--- src/core/crcs_pkg.sv ---
// constants shared by the signature generator and its data buffer
// assumes a 16-bit peripheral bus with byte addresses and a byte-access flag
package crcs_pkg;
    localparam int DATA_W = 16;
    localparam int BYTE_W = 8;
    localparam int ADDR_W = 3;
    localparam int FIFO_DEPTH = 16;
    // entry layout: reverse flag, word flag, data
    localparam int ENTRY_W = DATA_W + 2;
    localparam int ENTRY_REV = DATA_W + 1;
    localparam int ENTRY_WORD = DATA_W;

    // register index, taken from address bits 2:1
    localparam logic [1:0] IDX_DATA_IN = 2'h0;
    localparam logic [1:0] IDX_DATA_IN_REVERSED = 2'h1;
    localparam logic [1:0] IDX_SEED_AND_RESULT = 2'h2;
    localparam logic [1:0] IDX_RESULT_MIRRORED = 2'h3;
    // printed byte offsets
    localparam logic [ADDR_W-1:0] OFS_DATA_IN = 3'h0;
    localparam logic [ADDR_W-1:0] OFS_DATA_IN_REVERSED = 3'h2;
    localparam logic [ADDR_W-1:0] OFS_SEED_AND_RESULT = 3'h4;
    localparam logic [ADDR_W-1:0] OFS_RESULT_MIRRORED = 3'h6;
    localparam int ADDR_HI_BYTE = 0;

    localparam logic [DATA_W-1:0] RST_DATA_IN = 16'h0000;
    localparam logic [DATA_W-1:0] RST_SEED_AND_RESULT = 16'hFFFF;
    localparam logic [BYTE_W-1:0] BYTE_ZERO = 8'h00;

    // x^16 + x^12 + x^5 + 1, shift-left form
    localparam logic [DATA_W-1:0] CCITT_POLY = 16'h1021;

    typedef enum logic [0:0] {
        CRCS_ST_IDLE = 1'b0,
        CRCS_ST_HIGH = 1'b1
    } crcs_state_t;
endpackage : crcs_pkg

--- src/core/crcs_core.sv ---
// 16-bit ccitt signature generator with its four bus registers
// assumes a single-request peripheral bus held until busReady is high
//
// Overview of operation
// - signature uses the ccitt polynomial, feedback from msb-numbered bits 0,4,11,15.
// - writing the seed register loads the signature; reading back returns it.
// - every data write is folded in; both results current by next read.
// - word data: low byte first cycle, high byte second; byte data one cycle.
// - parallel update equals serial lfsr fed eight bits, lsb first.
// - bytes written to the reversing data register are bit-reversed per byte.
// - bytes written to the normal data register enter unchanged.
// - appending the reversed checksum to the normal data register makes both result registers read zero.
// - software or a transfer master may write data; sources are not told apart.
// - all registers take word and byte access; low and high byte aliases.
// - mirrored result shows the signature bit-reversed and is read-only.
// - reading the reversing data register returns the normal data register.
module crcs_core #(
    parameter int DEPTH = crcs_pkg::FIFO_DEPTH
) (
    input wire logic mclk,
    input wire logic rst,
    input wire logic busSel,
    input wire logic busWrite,
    input wire logic busByte,
    input wire logic [crcs_pkg::ADDR_W-1:0] busAddr,
    input wire logic [crcs_pkg::DATA_W-1:0] busWdata,
    output logic busReady,
    output logic [crcs_pkg::DATA_W-1:0] busRdata,
    output logic busRvalid
);
    import crcs_pkg::*;

    logic [DATA_W-1:0] dataIn_reg;
    logic [DATA_W-1:0] crc_reg;
    logic [DATA_W-1:0] crc_next;
    logic [BYTE_W-1:0] high_reg;
    logic highRev_reg;
    crcs_state_t state_reg;
    crcs_state_t state_next;

    logic [1:0] regIdx;
    logic hiByte;
    logic accept;
    logic isDataWrite;
    logic engineIdle;

    logic fifoInValid;
    logic fifoInReady;
    logic [ENTRY_W-1:0] fifoInData;
    logic fifoOutValid;
    logic fifoOutReady;
    logic [ENTRY_W-1:0] fifoOutData;
    logic pop;

    // one serial lfsr step per data bit, lsb of the byte first
    function automatic logic [DATA_W-1:0] crcStep(
        input logic [DATA_W-1:0] crc,
        input logic [BYTE_W-1:0] b
    );
        logic [DATA_W-1:0] c;
        logic fb;
        c = crc;
        fb = 1'b0;
        for (int i = 0; i < BYTE_W; i++)
        begin
            fb = c[DATA_W-1] ^ b[i];
            c = {c[DATA_W-2:0], 1'b0} ^ (fb ? CCITT_POLY : '0);
        end
        crcStep = c;
    endfunction : crcStep

    function automatic logic [BYTE_W-1:0] revByte(
        input logic [BYTE_W-1:0] b
    );
        logic [BYTE_W-1:0] r;
        r = '0;
        for (int i = 0; i < BYTE_W; i++)
        begin
            r[i] = b[BYTE_W-1-i];
        end
        revByte = r;
    endfunction : revByte

    function automatic logic [DATA_W-1:0] mirror16(
        input logic [DATA_W-1:0] v
    );
        logic [DATA_W-1:0] r;
        r = '0;
        for (int i = 0; i < DATA_W; i++)
        begin
            r[i] = v[DATA_W-1-i];
        end
        mirror16 = r;
    endfunction : mirror16

    // byte writes carry their byte in wdata[7:0] for either alias
    function automatic logic [DATA_W-1:0] laneWrite(
        input logic [DATA_W-1:0] old,
        input logic [DATA_W-1:0] wd,
        input logic isByte,
        input logic hi
    );
        logic [DATA_W-1:0] r;
        r = old;
        if (!isByte)
        begin
            r = wd;
        end
        else if (hi)
        begin
            r[DATA_W-1:BYTE_W] = wd[BYTE_W-1:0];
        end
        else
        begin
            r[BYTE_W-1:0] = wd[BYTE_W-1:0];
        end
        laneWrite = r;
    endfunction : laneWrite

    // byte reads of the high alias come back in the low lane
    function automatic logic [DATA_W-1:0] laneRead(
        input logic [DATA_W-1:0] v,
        input logic isByte,
        input logic hi
    );
        logic [DATA_W-1:0] r;
        r = v;
        if (isByte)
        begin
            r = hi ? {BYTE_ZERO, v[DATA_W-1:BYTE_W]}
                   : {BYTE_ZERO, v[BYTE_W-1:0]};
        end
        laneRead = r;
    endfunction : laneRead

    // the engine itself never learns which master wrote a byte
    function automatic logic [BYTE_W-1:0] prepByte(
        input logic [BYTE_W-1:0] b,
        input logic rev
    );
        prepByte = rev ? revByte(b) : b;
    endfunction : prepByte

    assign regIdx = busAddr[2:1];
    assign hiByte = busAddr[ADDR_HI_BYTE];
    assign isDataWrite = busWrite
        && (regIdx == IDX_DATA_IN || regIdx == IDX_DATA_IN_REVERSED);
    // nothing queued and no high byte left over
    assign engineIdle = !fifoOutValid && (state_reg == CRCS_ST_IDLE);

    // reads and seed writes wait for the queue to drain, so results
    // are always current; data writes wait only for a free slot
    always_comb
    begin
        busReady = 1'b1;
        if (isDataWrite)
        begin
            busReady = fifoInReady;
        end
        else if (busWrite && regIdx == IDX_SEED_AND_RESULT)
        begin
            busReady = engineIdle;
        end
        else if (!busWrite)
        begin
            busReady = engineIdle;
        end
    end

    assign accept = busSel && busReady;

    // queue entry holds the byte to use in the low lane
    always_comb
    begin
        fifoInValid = busSel && isDataWrite;
        fifoInData = '0;
        fifoInData[ENTRY_REV] = (regIdx == IDX_DATA_IN_REVERSED);
        fifoInData[ENTRY_WORD] = !busByte;
        if (busByte)
        begin
            fifoInData[BYTE_W-1:0] = busWdata[BYTE_W-1:0];
        end
        else
        begin
            fifoInData[DATA_W-1:0] = busWdata;
        end
    end

    // the queue keeps arrival order, so bytes keep the master's order
    crcs_fifo #(
        .WIDTH(ENTRY_W),
        .DEPTH(DEPTH)
    ) dataQueue (
        .mclk(mclk),
        .rst(rst),
        .inValid(fifoInValid),
        .inReady(fifoInReady),
        .inData(fifoInData),
        .outValid(fifoOutValid),
        .outReady(fifoOutReady),
        .outData(fifoOutData)
    );

    // a new entry is taken only once the previous word is finished
    assign fifoOutReady = (state_reg == CRCS_ST_IDLE);
    assign pop = fifoOutValid && fifoOutReady;

    always_comb
    begin
        state_next = state_reg;
        case (state_reg)
            CRCS_ST_IDLE:
            begin
                if (pop && fifoOutData[ENTRY_WORD])
                begin
                    state_next = CRCS_ST_HIGH;
                end
            end
            CRCS_ST_HIGH:
            begin
                state_next = CRCS_ST_IDLE;
            end
            default:
            begin
                state_next = CRCS_ST_IDLE;
            end
        endcase
    end

    always_ff @(posedge mclk)
    begin
        if (rst)
        begin
            state_reg <= CRCS_ST_IDLE;
        end
        else
        begin
            state_reg <= state_next;
        end
    end

    // high byte parked for the second cycle of a word
    always_ff @(posedge mclk)
    begin
        if (rst)
        begin
            high_reg <= BYTE_ZERO;
            highRev_reg <= 1'b0;
        end
        else if (pop)
        begin
            high_reg <= fifoOutData[DATA_W-1:BYTE_W];
            highRev_reg <= fifoOutData[ENTRY_REV];
        end
    end

    always_comb
    begin
        crc_next = crc_reg;
        if (accept && busWrite && regIdx == IDX_SEED_AND_RESULT)
        begin
            crc_next = laneWrite(crc_reg, busWdata, busByte, hiByte);
        end
        else if (pop)
        begin
            // low byte at the even address goes first
            crc_next = crcStep(crc_reg,
                prepByte(fifoOutData[BYTE_W-1:0],
                    fifoOutData[ENTRY_REV]));
        end
        else if (state_reg == CRCS_ST_HIGH)
        begin
            crc_next = crcStep(crc_reg,
                prepByte(high_reg, highRev_reg));
        end
    end

    // appending the reversed checksum to the normal data register drives this to zero by itself
    always_ff @(posedge mclk)
    begin
        if (rst)
        begin
            crc_reg <= RST_SEED_AND_RESULT;
        end
        else
        begin
            crc_reg <= crc_next;
        end
    end

    // both data registers share one store
    always_ff @(posedge mclk)
    begin
        if (rst)
        begin
            dataIn_reg <= RST_DATA_IN;
        end
        else if (accept && isDataWrite)
        begin
            dataIn_reg <= laneWrite(dataIn_reg, busWdata, busByte,
                hiByte);
        end
    end

    // read answer one cycle after the request is taken
    always_ff @(posedge mclk)
    begin
        if (rst)
        begin
            busRdata <= '0;
            busRvalid <= 1'b0;
        end
        else
        begin
            busRvalid <= accept && !busWrite;
            if (accept && !busWrite)
            begin
                case (regIdx)
                    IDX_DATA_IN:
                    begin
                        busRdata <= laneRead(dataIn_reg, busByte,
                            hiByte);
                    end
                    IDX_DATA_IN_REVERSED:
                    begin
                        busRdata <= laneRead(dataIn_reg, busByte,
                            hiByte);
                    end
                    IDX_SEED_AND_RESULT:
                    begin
                        busRdata <= laneRead(crc_reg, busByte,
                            hiByte);
                    end
                    IDX_RESULT_MIRRORED:
                    begin
                        busRdata <= laneRead(mirror16(crc_reg), busByte,
                            hiByte);
                    end
                    default:
                    begin
                        busRdata <= '0;
                    end
                endcase
            end
        end
    end

    // writes to the mirrored result are taken and dropped: it is
    // read-only and holds no storage of its own
endmodule : crcs_core

--- src/core/crcs_fifo.sv ---
// synchronous fifo with valid/ready on both sides
// assumes one clock and a synchronous active-high reset
module crcs_fifo #(
    parameter int WIDTH = 18,
    parameter int DEPTH = 16
) (
    input wire logic mclk,
    input wire logic rst,
    input wire logic inValid,
    output logic inReady,
    input wire logic [WIDTH-1:0] inData,
    output logic outValid,
    input wire logic outReady,
    output logic [WIDTH-1:0] outData
);
    localparam int AW = (DEPTH > 1) ? $clog2(DEPTH) : 1;
    localparam int CW = $clog2(DEPTH + 1);
    localparam logic [AW-1:0] LAST = AW'(DEPTH - 1);
    localparam logic [CW-1:0] FULL = CW'(DEPTH);
    localparam logic [CW-1:0] ONE = CW'(1);

    logic [WIDTH-1:0] mem [DEPTH];
    logic [AW-1:0] wrPtr_reg;
    logic [AW-1:0] rdPtr_reg;
    logic [CW-1:0] count_reg;
    logic push;
    logic pop;

    function automatic logic [AW-1:0] bump(input logic [AW-1:0] p);
        bump = (p == LAST) ? '0 : p + AW'(1);
    endfunction : bump

    assign inReady = (count_reg != FULL);
    assign outValid = (count_reg != '0);
    assign outData = mem[rdPtr_reg];
    assign push = inValid && inReady;
    assign pop = outValid && outReady;

    always_ff @(posedge mclk)
    begin
        if (push)
        begin
            mem[wrPtr_reg] <= inData;
        end
    end

    always_ff @(posedge mclk)
    begin
        if (rst)
        begin
            wrPtr_reg <= '0;
            rdPtr_reg <= '0;
        end
        else
        begin
            if (push)
            begin
                wrPtr_reg <= bump(wrPtr_reg);
            end
            if (pop)
            begin
                rdPtr_reg <= bump(rdPtr_reg);
            end
        end
    end

    always_ff @(posedge mclk)
    begin
        if (rst)
        begin
            count_reg <= '0;
        end
        else if (push && !pop)
        begin
            count_reg <= count_reg + ONE;
        end
        else if (pop && !push)
        begin
            count_reg <= count_reg - ONE;
        end
    end
endmodule : crcs_fifo

--- config.mk ---
export PLATFORM = sky130hd
export DESIGN_NAME = crcs_core
export DESIGN_NICKNAME = d
export VERILOG_FILES = /design/src/core/crcs_pkg.sv /design/src/core/crcs_core.sv /design/src/core/crcs_fifo.sv
export SDC_FILE = /design/constraint.sdc
export NUM_CORES = 1
export LEC_CHECK = 0
export BUFFER_PORTS_ARGS = -buffer_cell sky130_fd_sc_hd__buf_2
export CAP_MARGIN = 20
export CORE_UTILIZATION = 56
export DETAILED_ROUTE_END_ITERATION = 10
export MAX_ROUTING_LAYER = met4
export PLACE_DENSITY = 0.83
export SYNTH_ARGS = -nofsm -noshare
export SYNTH_HDL_FRONTEND = slang
export SYNTH_HIERARCHICAL = 1
export SYNTH_SLANG_ARGS = --single-unit
export TNS_END_PERCENT = 30
--- constraint.sdc ---
create_clock -name mclk -period 3.3 [get_ports mclk]
set_clock_uncertainty 0.05 [all_clocks]
set_input_delay 0.495 -clock mclk [delete_from_list [all_inputs] [get_ports mclk]]
set_output_delay 0.495 -clock mclk [all_outputs]
set_load 0.01 [all_outputs]
==> impl_metrics.ini, run 1 <==
[global_route]
groute.usage.overall_pct = 26.6
antenna_found_initial = 1
overflow = 0
grt_pass1_vias = 9378
grt_pass1_wl_um = 53900
grt_max_degree = 55

[logic_synthesis]
synth-seq-cells = 364
syn_area_um2 = 15300
synth_flop_cell = edfxtp_1
yosysMostFrequentCell = edfxtp_1
synth_cell_types = 61
synthArstFlopShare_pct = 0
synthTopCellsByCount = edfxtp_1 (288), nor2_1 (85), dfxtp_1 (76)
synth_top_area_cell = edfxtp_1
synth_top_area_share_pct = 56.5
ys_warn_count = 6
yosys-top-cells-area = edfxtp_1 (56%), mux4_2 (11%), dfxtp_1 (9.9%), mux2i_1 (3.1%), a22oi_1 (2.2%)
synth_edf_count = 288
syn_inst = 969
syn_avg_cell_area_um2 = 15.8
syn_nets = 1003
ys_seq_area_share_pct = 66.4

[clock_network]
clock_sinks = 364
clk_latency_ns = 0.54
cts_made_buffers = 36
path_clk_slew_ns = 0.06
clockBufferDepth = 3
cts_tree = built
cts_root_buf = clkbuf_16
cts_max_level = 2

[die]
io_pins = 42
dieArea_um2 = 28000
die_y_um = 167
rows = 60
initial_core_util_pct = 57.0
die_w_um = 167
core_area_um2 = 26900

[timing]
hold_viol_final = 0
finalWorstPathRequiredPeriod_ns = 3.15
slew_viol_final = 0
finalCritPeriodShare_pct = 95.5
relSlewSlack_pct = 56.4
rsz0062_at_grt = true
fmax_mhz = 317
tightest_slew_ns = 0.654
setup_violations = 0

[critical_path]
critPathLaunchType = register
cp-endpoint = crc_reg[2]
cpMaxStageDelayCell = mux4_2
r2r_end = crc_reg[2]
cp_max_fo = 13
critPathRequiredTime_ns = 3.66
rr_worst_depth = 9
worst_path_dominant_cell_family = multiplexers
cp_data_arrival_time_ns = 3.51
worstSetupPathType = register to register
cp_slowest_stage_delay_ns = 0.54
path_cells = mux4_2, a22oi_1, nand2_2, mux2i_1, xnor2_1, xnor2_2, mux2i_1, a21oi_1, a211o_1
path_buf_inv = 0
reg2reg_setup_slack_ns = 0.15
crit_path_end_kind = register
crit_cells = 9
cpMostUsedCell = mux2i_1

[job]
maxCapViolCount = 0

[pwr]
p_total_mw = 14.2
p_sw_mw = 4.51
switching_share_pct = 31.6
power.leakage_nw = 5.91
sequentialPowerShare_pct = 39.2
internal_power_mw = 9.74
p_clk_share_pct = 28.4
cellPowerDensity_nw_per_um2 = 822
ir_drop_uv = 494
combPwrFrac_pct = 32.4

[worst_hold_path]
hp-class = input pin to register

[place]
port_buffers = 41
place_congestion = 0.910
dp.final_hpwl_um = 22100
dpl.cell_count = 1351

[finish]
finalNonFillerCells = 1417
drive_gt1_share_pct = 24.6
syn_to_final_growth_pct = 13.2
final_util_pct = 64.5
nNetsFinal = 1082
top_register = dataQueue/mem
largest_reg_flops = 288

[route]
routed_wirelength_um = 35100
drtIter0Drc = 1019
drt-wirelength-per-cell_um = 24.8
firstDrtPassIters = 5
drc = 0
dr_total_vias = 9019
viasPerCell = 6.36
ant_nets = 0

[run_status]
status = finished clean
## per-stage QoR
step | setup TNS, ns | area [um2] | setup slack [ns] | hold slack (ns)
after floorplan | 0 | 15300 | 0.160 | 0.398
final | 0 | 17300 | 0.149 | 0.339
after global routing | -0.0294 | 17300 | -0.0190 | 0.349
after CTS | 0 | 17300 | 0.0975 | 0.326
after detailed placement | 0 | 16100 | 0.136 | 0.420
after global placement | 0 | 16100 | 0.213 | 0.408
## logic make-up after synthesis
group                      share of synthesized area (%)
AOI/OAI and AO/OA                                   7.35
DFF                                                 66.4
and+or+nand+nor                                     5.87
xor gates and xnor gates                            3.05
muxes                                               14.2
adders and majority gates                          0.866
buffers and inverters                               2.26
## cell type report
type / instances / area [um2]
Timing Repair Buffer: 96 / 663
Inverter: 10 / 37.5
Multi-Input combinational cell: 540 / 4860
Sequential cell: 364 / 10200
Clock buffer: 48 / 977
Tap cell: 341 / 427
Antenna cell: 1 / 2.50
Clock inverter: 17 / 190
Fill cell: 1823 / 9540
## power groups by stage
stage / clock network, mW / logic, mW / registers (mW)
after detailed placement: 0 / 4.46 / 5.66
after CTS: 4.11 / 4.53 / 5.57
after global routing: 4.27 / 4.99 / 5.61
after floorplan: 0 / 3.72 / 5.48
after global placement: 0 / 4.35 / 5.65
final: 4.05 / 4.62 / 5.58
## per-layer routing
| metal | share of wire, % | global-route usage, % |
|---|---|---|
| met5 | 0 | - |
| met4 | 3.6 | 11.4 |
| met3 | 8.3 | 4.59 |
| met2 | 49 | 42.5 |
| met1 | 39 | 33.9 |
## worst min-delay path, stage by stage
cell	delay, ns
buf_2	0.13
nor3b_2	0.10
nor2_1	0.09
nor3_1	0.05
## cells in the final DEF (no fill, tap or decap), drive strengths merged, types with 26 or more instances in the layout
master | synthesis | routed
edfxtp | 288 | 288
nor2 | 91 | 91
clkbuf | 27 | 48
xnor2 | 26 | 26
mux2i | 49 | 49
a211oi | 27 | 27
buf | 28 | 96
dfxtp | 76 | 76
nand2 | 56 | 56
mux4 | 73 | 73
a21oi | 54 | 54
a22oi | 45 | 45
## worst min-delay path by stage
stage	start	end	slack [ns]	cells after the start
after detailed placement	high_reg[1]	high_reg[1]	0.42	2
final	busWrite	busRdata[4]	0.34	4
after floorplan	high_reg[0]	high_reg[0]	0.40	2
after global routing	busWdata[7]	dataQueue/mem[4][7]	0.35	1
after CTS	busWrite	busRdata[4]	0.33	4
after global placement	high_reg[1]	high_reg[1]	0.41	2
## timing repair
action | CTS | global route
gates resized for setup | 0 | 4
hold endpoints to repair | 0 | 0
endpoints found under the setup margin | 0 | 9
hold buffers | 0 | 0
buffers inserted | 0 | 0
Power figures use the tool's default switching activity.
==> run 2: changes to the inputs <==
--- a/config.mk
+++ b/config.mk
@@ -10,7 +10,7 @@
 export CORE_UTILIZATION = 56
 export DETAILED_ROUTE_END_ITERATION = 10
 export MAX_ROUTING_LAYER = met4
-export PLACE_DENSITY = 0.83
+export PLACE_DENSITY = 0.8
 export SYNTH_ARGS = -nofsm -noshare
 export SYNTH_HDL_FRONTEND = slang
 export SYNTH_HIERARCHICAL = 1
==> impl_metrics.ini, run 2 (synthesis results as in run 1) <==
[finish]
finalNonFillerCells = 1417
antenna_cells = 0
syn_to_final_growth_pct = 12.8
largest_reg_flops = 288
layout.cells.most_common = edfxtp_1
fillers = 1875
nNetsFinal = 1082
layout_common_cells = edfxtp_1 (288), dfxtp_1 (74), nor2_1 (73), mux4_2 (73), nand2_1 (56)
top_register = dataQueue/mem
drive_gt1_share_pct = 23.9

[global_route]
overflow = 0
groute.usage.overall_pct = 26.6
antenna_found_initial = 0
grt_pass1_vias = 8858
grt_max_degree = 48
grt_pass1_wl_um = 53500

[die]
io_pins = 42
dieArea_um2 = 28000
rows = 60
die_w_um = 167
core_area_um2 = 26900
initial_core_util_pct = 57.0
die_y_um = 167

[pwr]
combPwrFrac_pct = 32.3
power.leakage_nw = 5.88
sequentialPowerShare_pct = 39.5
internal_power_mw = 9.67
switching_share_pct = 31.4
p_clk_share_pct = 28.2
cellPowerDensity_nw_per_um2 = 816
p_sw_mw = 4.43
ir_drop_uv = 483

[clock_network]
clock_sinks = 364
cts_max_level = 2
clk_latency_ns = 0.52
cts_root_buf = clkbuf_16
clockBufferDepth = 3
cts_made_buffers = 37
cts_tree = built
path_clk_slew_ns = 0.06

[place]
dpl.cell_count = 1348
pre_cts_slack_ns = 0.203
port_buffers = 41
place_congestion = 0.922
dp.final_hpwl_um = 21600

[critical_path]
rr_worst_depth = 10
cpMostUsedCell = mux2i_1
cp_max_fo = 9
r2r_end = crc_reg[3]
path_cells = mux4_2, a22oi_1, nand2_1, buf_4, mux2i_1, xnor2_2, xnor2_1, mux2i_1, a21oi_1, a211o_1
critPathRequiredTime_ns = 3.66
cpMaxStageDelayCell = mux4_2
worstSetupPathType = register to register
path_buf_inv = 1
cp_slowest_stage_delay_ns = 0.57
reg2reg_setup_slack_ns = 0.16
crit_cells = 10
critPathLaunchType = register
crit_path_end_kind = register
worst_path_dominant_cell_family = multiplexers
cp_data_arrival_time_ns = 3.50

[timing]
hold_viol_final = 0
tns_ns = 0
fmax_mhz = 318
tightest_slew_ns = 1.05
relSlewSlack_pct = 30.0
slew_viol_final = 0
finalCritPeriodShare_pct = 95.2
setup_ws_ns = 0.157
setup_violations = 0
finalWorstPathRequiredPeriod_ns = 3.14
rsz0062_at_grt = false

[worst_hold_path]
whs_path_depth = 4
min_to = busRdata[6]
hp-class = input pin to register
min-delay-start = busWrite

[route]
firstDrtPassIters = 6
viasPerCell = 6.30
drc = 0
ant_nets = 0
drt-wirelength-per-cell_um = 24.7
dr_total_vias = 8925
routed_wirelength_um = 35000
drtIter0Drc = 1109

[run_status]
status = finished clean

[job]
maxCapViolCount = 0
==> run 2: cell types whose count changed in the layout (fill, tap and decap cells not counted), sizes merged <==
cell | previous run | this run
buf | 96 | 95
bufinv | 3 | 2
clkbuf | 48 | 47
clkinv | 11 | 18
clkinvlp | 2 | 0
diode | 1 | 0
inv | 11 | 10
==> run 2: tightest hold or removal path, cell delays in order <==
cell	delay (ns)
buf_2	0.13
nor3b_2	0.11
nor2_1	0.10
nor3_1	0.05
==> run 2: what timing repair did <==
| item | 4_1_cts | 5_1_grt |
|---|---|---|
| hold endpoints to repair | 0 | 0 |
| hold buffers | 0 | 0 |
| setup endpoints to repair | 0 | 1 |
| resized for setup | 0 | 1 |
| setup buffers | 0 | 0 |
==> run 2: area by class of cell <==
class | count | area, um2 | share of cell area [%]
Sequential cell | 364 | 10200 | 58.9
Multi-Input combinational cell | 540 | 4840 | 28.0
Clock buffer | 47 | 1020 | 5.88
Timing Repair Buffer | 95 | 627 | 3.63
Tap cell | 341 | 427 | 2.47
Clock inverter | 20 | 139 | 0.804
Inverter | 10 | 37.5 | 0.217
==> run 2: layer usage <==
layer / track usage (%) / routed length (um)
met1: 35.3 / 14200
met3: 4.40 / 2740
met4: 10.3 / 1300
met5: - / 0
met2: 41.5 / 16700
==> run 2: worst max-delay path by stage <==
stage | start | end | slack [ns]
final | register | crc_reg[3] | 0.16
after global routing | register | crc_reg[2] | 0.02
after CTS | register | crc_reg[14] | 0.16
after detailed placement | register | crc_reg[14] | 0.20
after global placement | register | crc_reg[2] | 0.29
after floorplan | busAddr[2] | dataQueue/mem[0][0] | 0.16
==> run 2: per-stage QoR <==
stage	area [um2]	power [mW]	utilization, %	hold slack, ns
2_1_floorplan	15300	9.21	-	0.398
3_3_place_gp	16100	9.99	59.9	0.412
3_5_place_dp	16100	10.1	59.9	0.416
4_1_cts	17200	14.1	64.2	0.340
5_1_grt	17300	14.7	64.2	0.362
6_report	17300	14.1	64.2	0.362
==> run 2: power groups by stage <==
stage	logic, mW	registers (mW)	clock network, mW
after floorplan	3.72	5.48	0
after global placement	4.36	5.63	0
after detailed placement	4.47	5.64	0
after CTS	4.53	5.55	4.03
after global routing	4.94	5.59	4.21
final	4.55	5.56	3.98
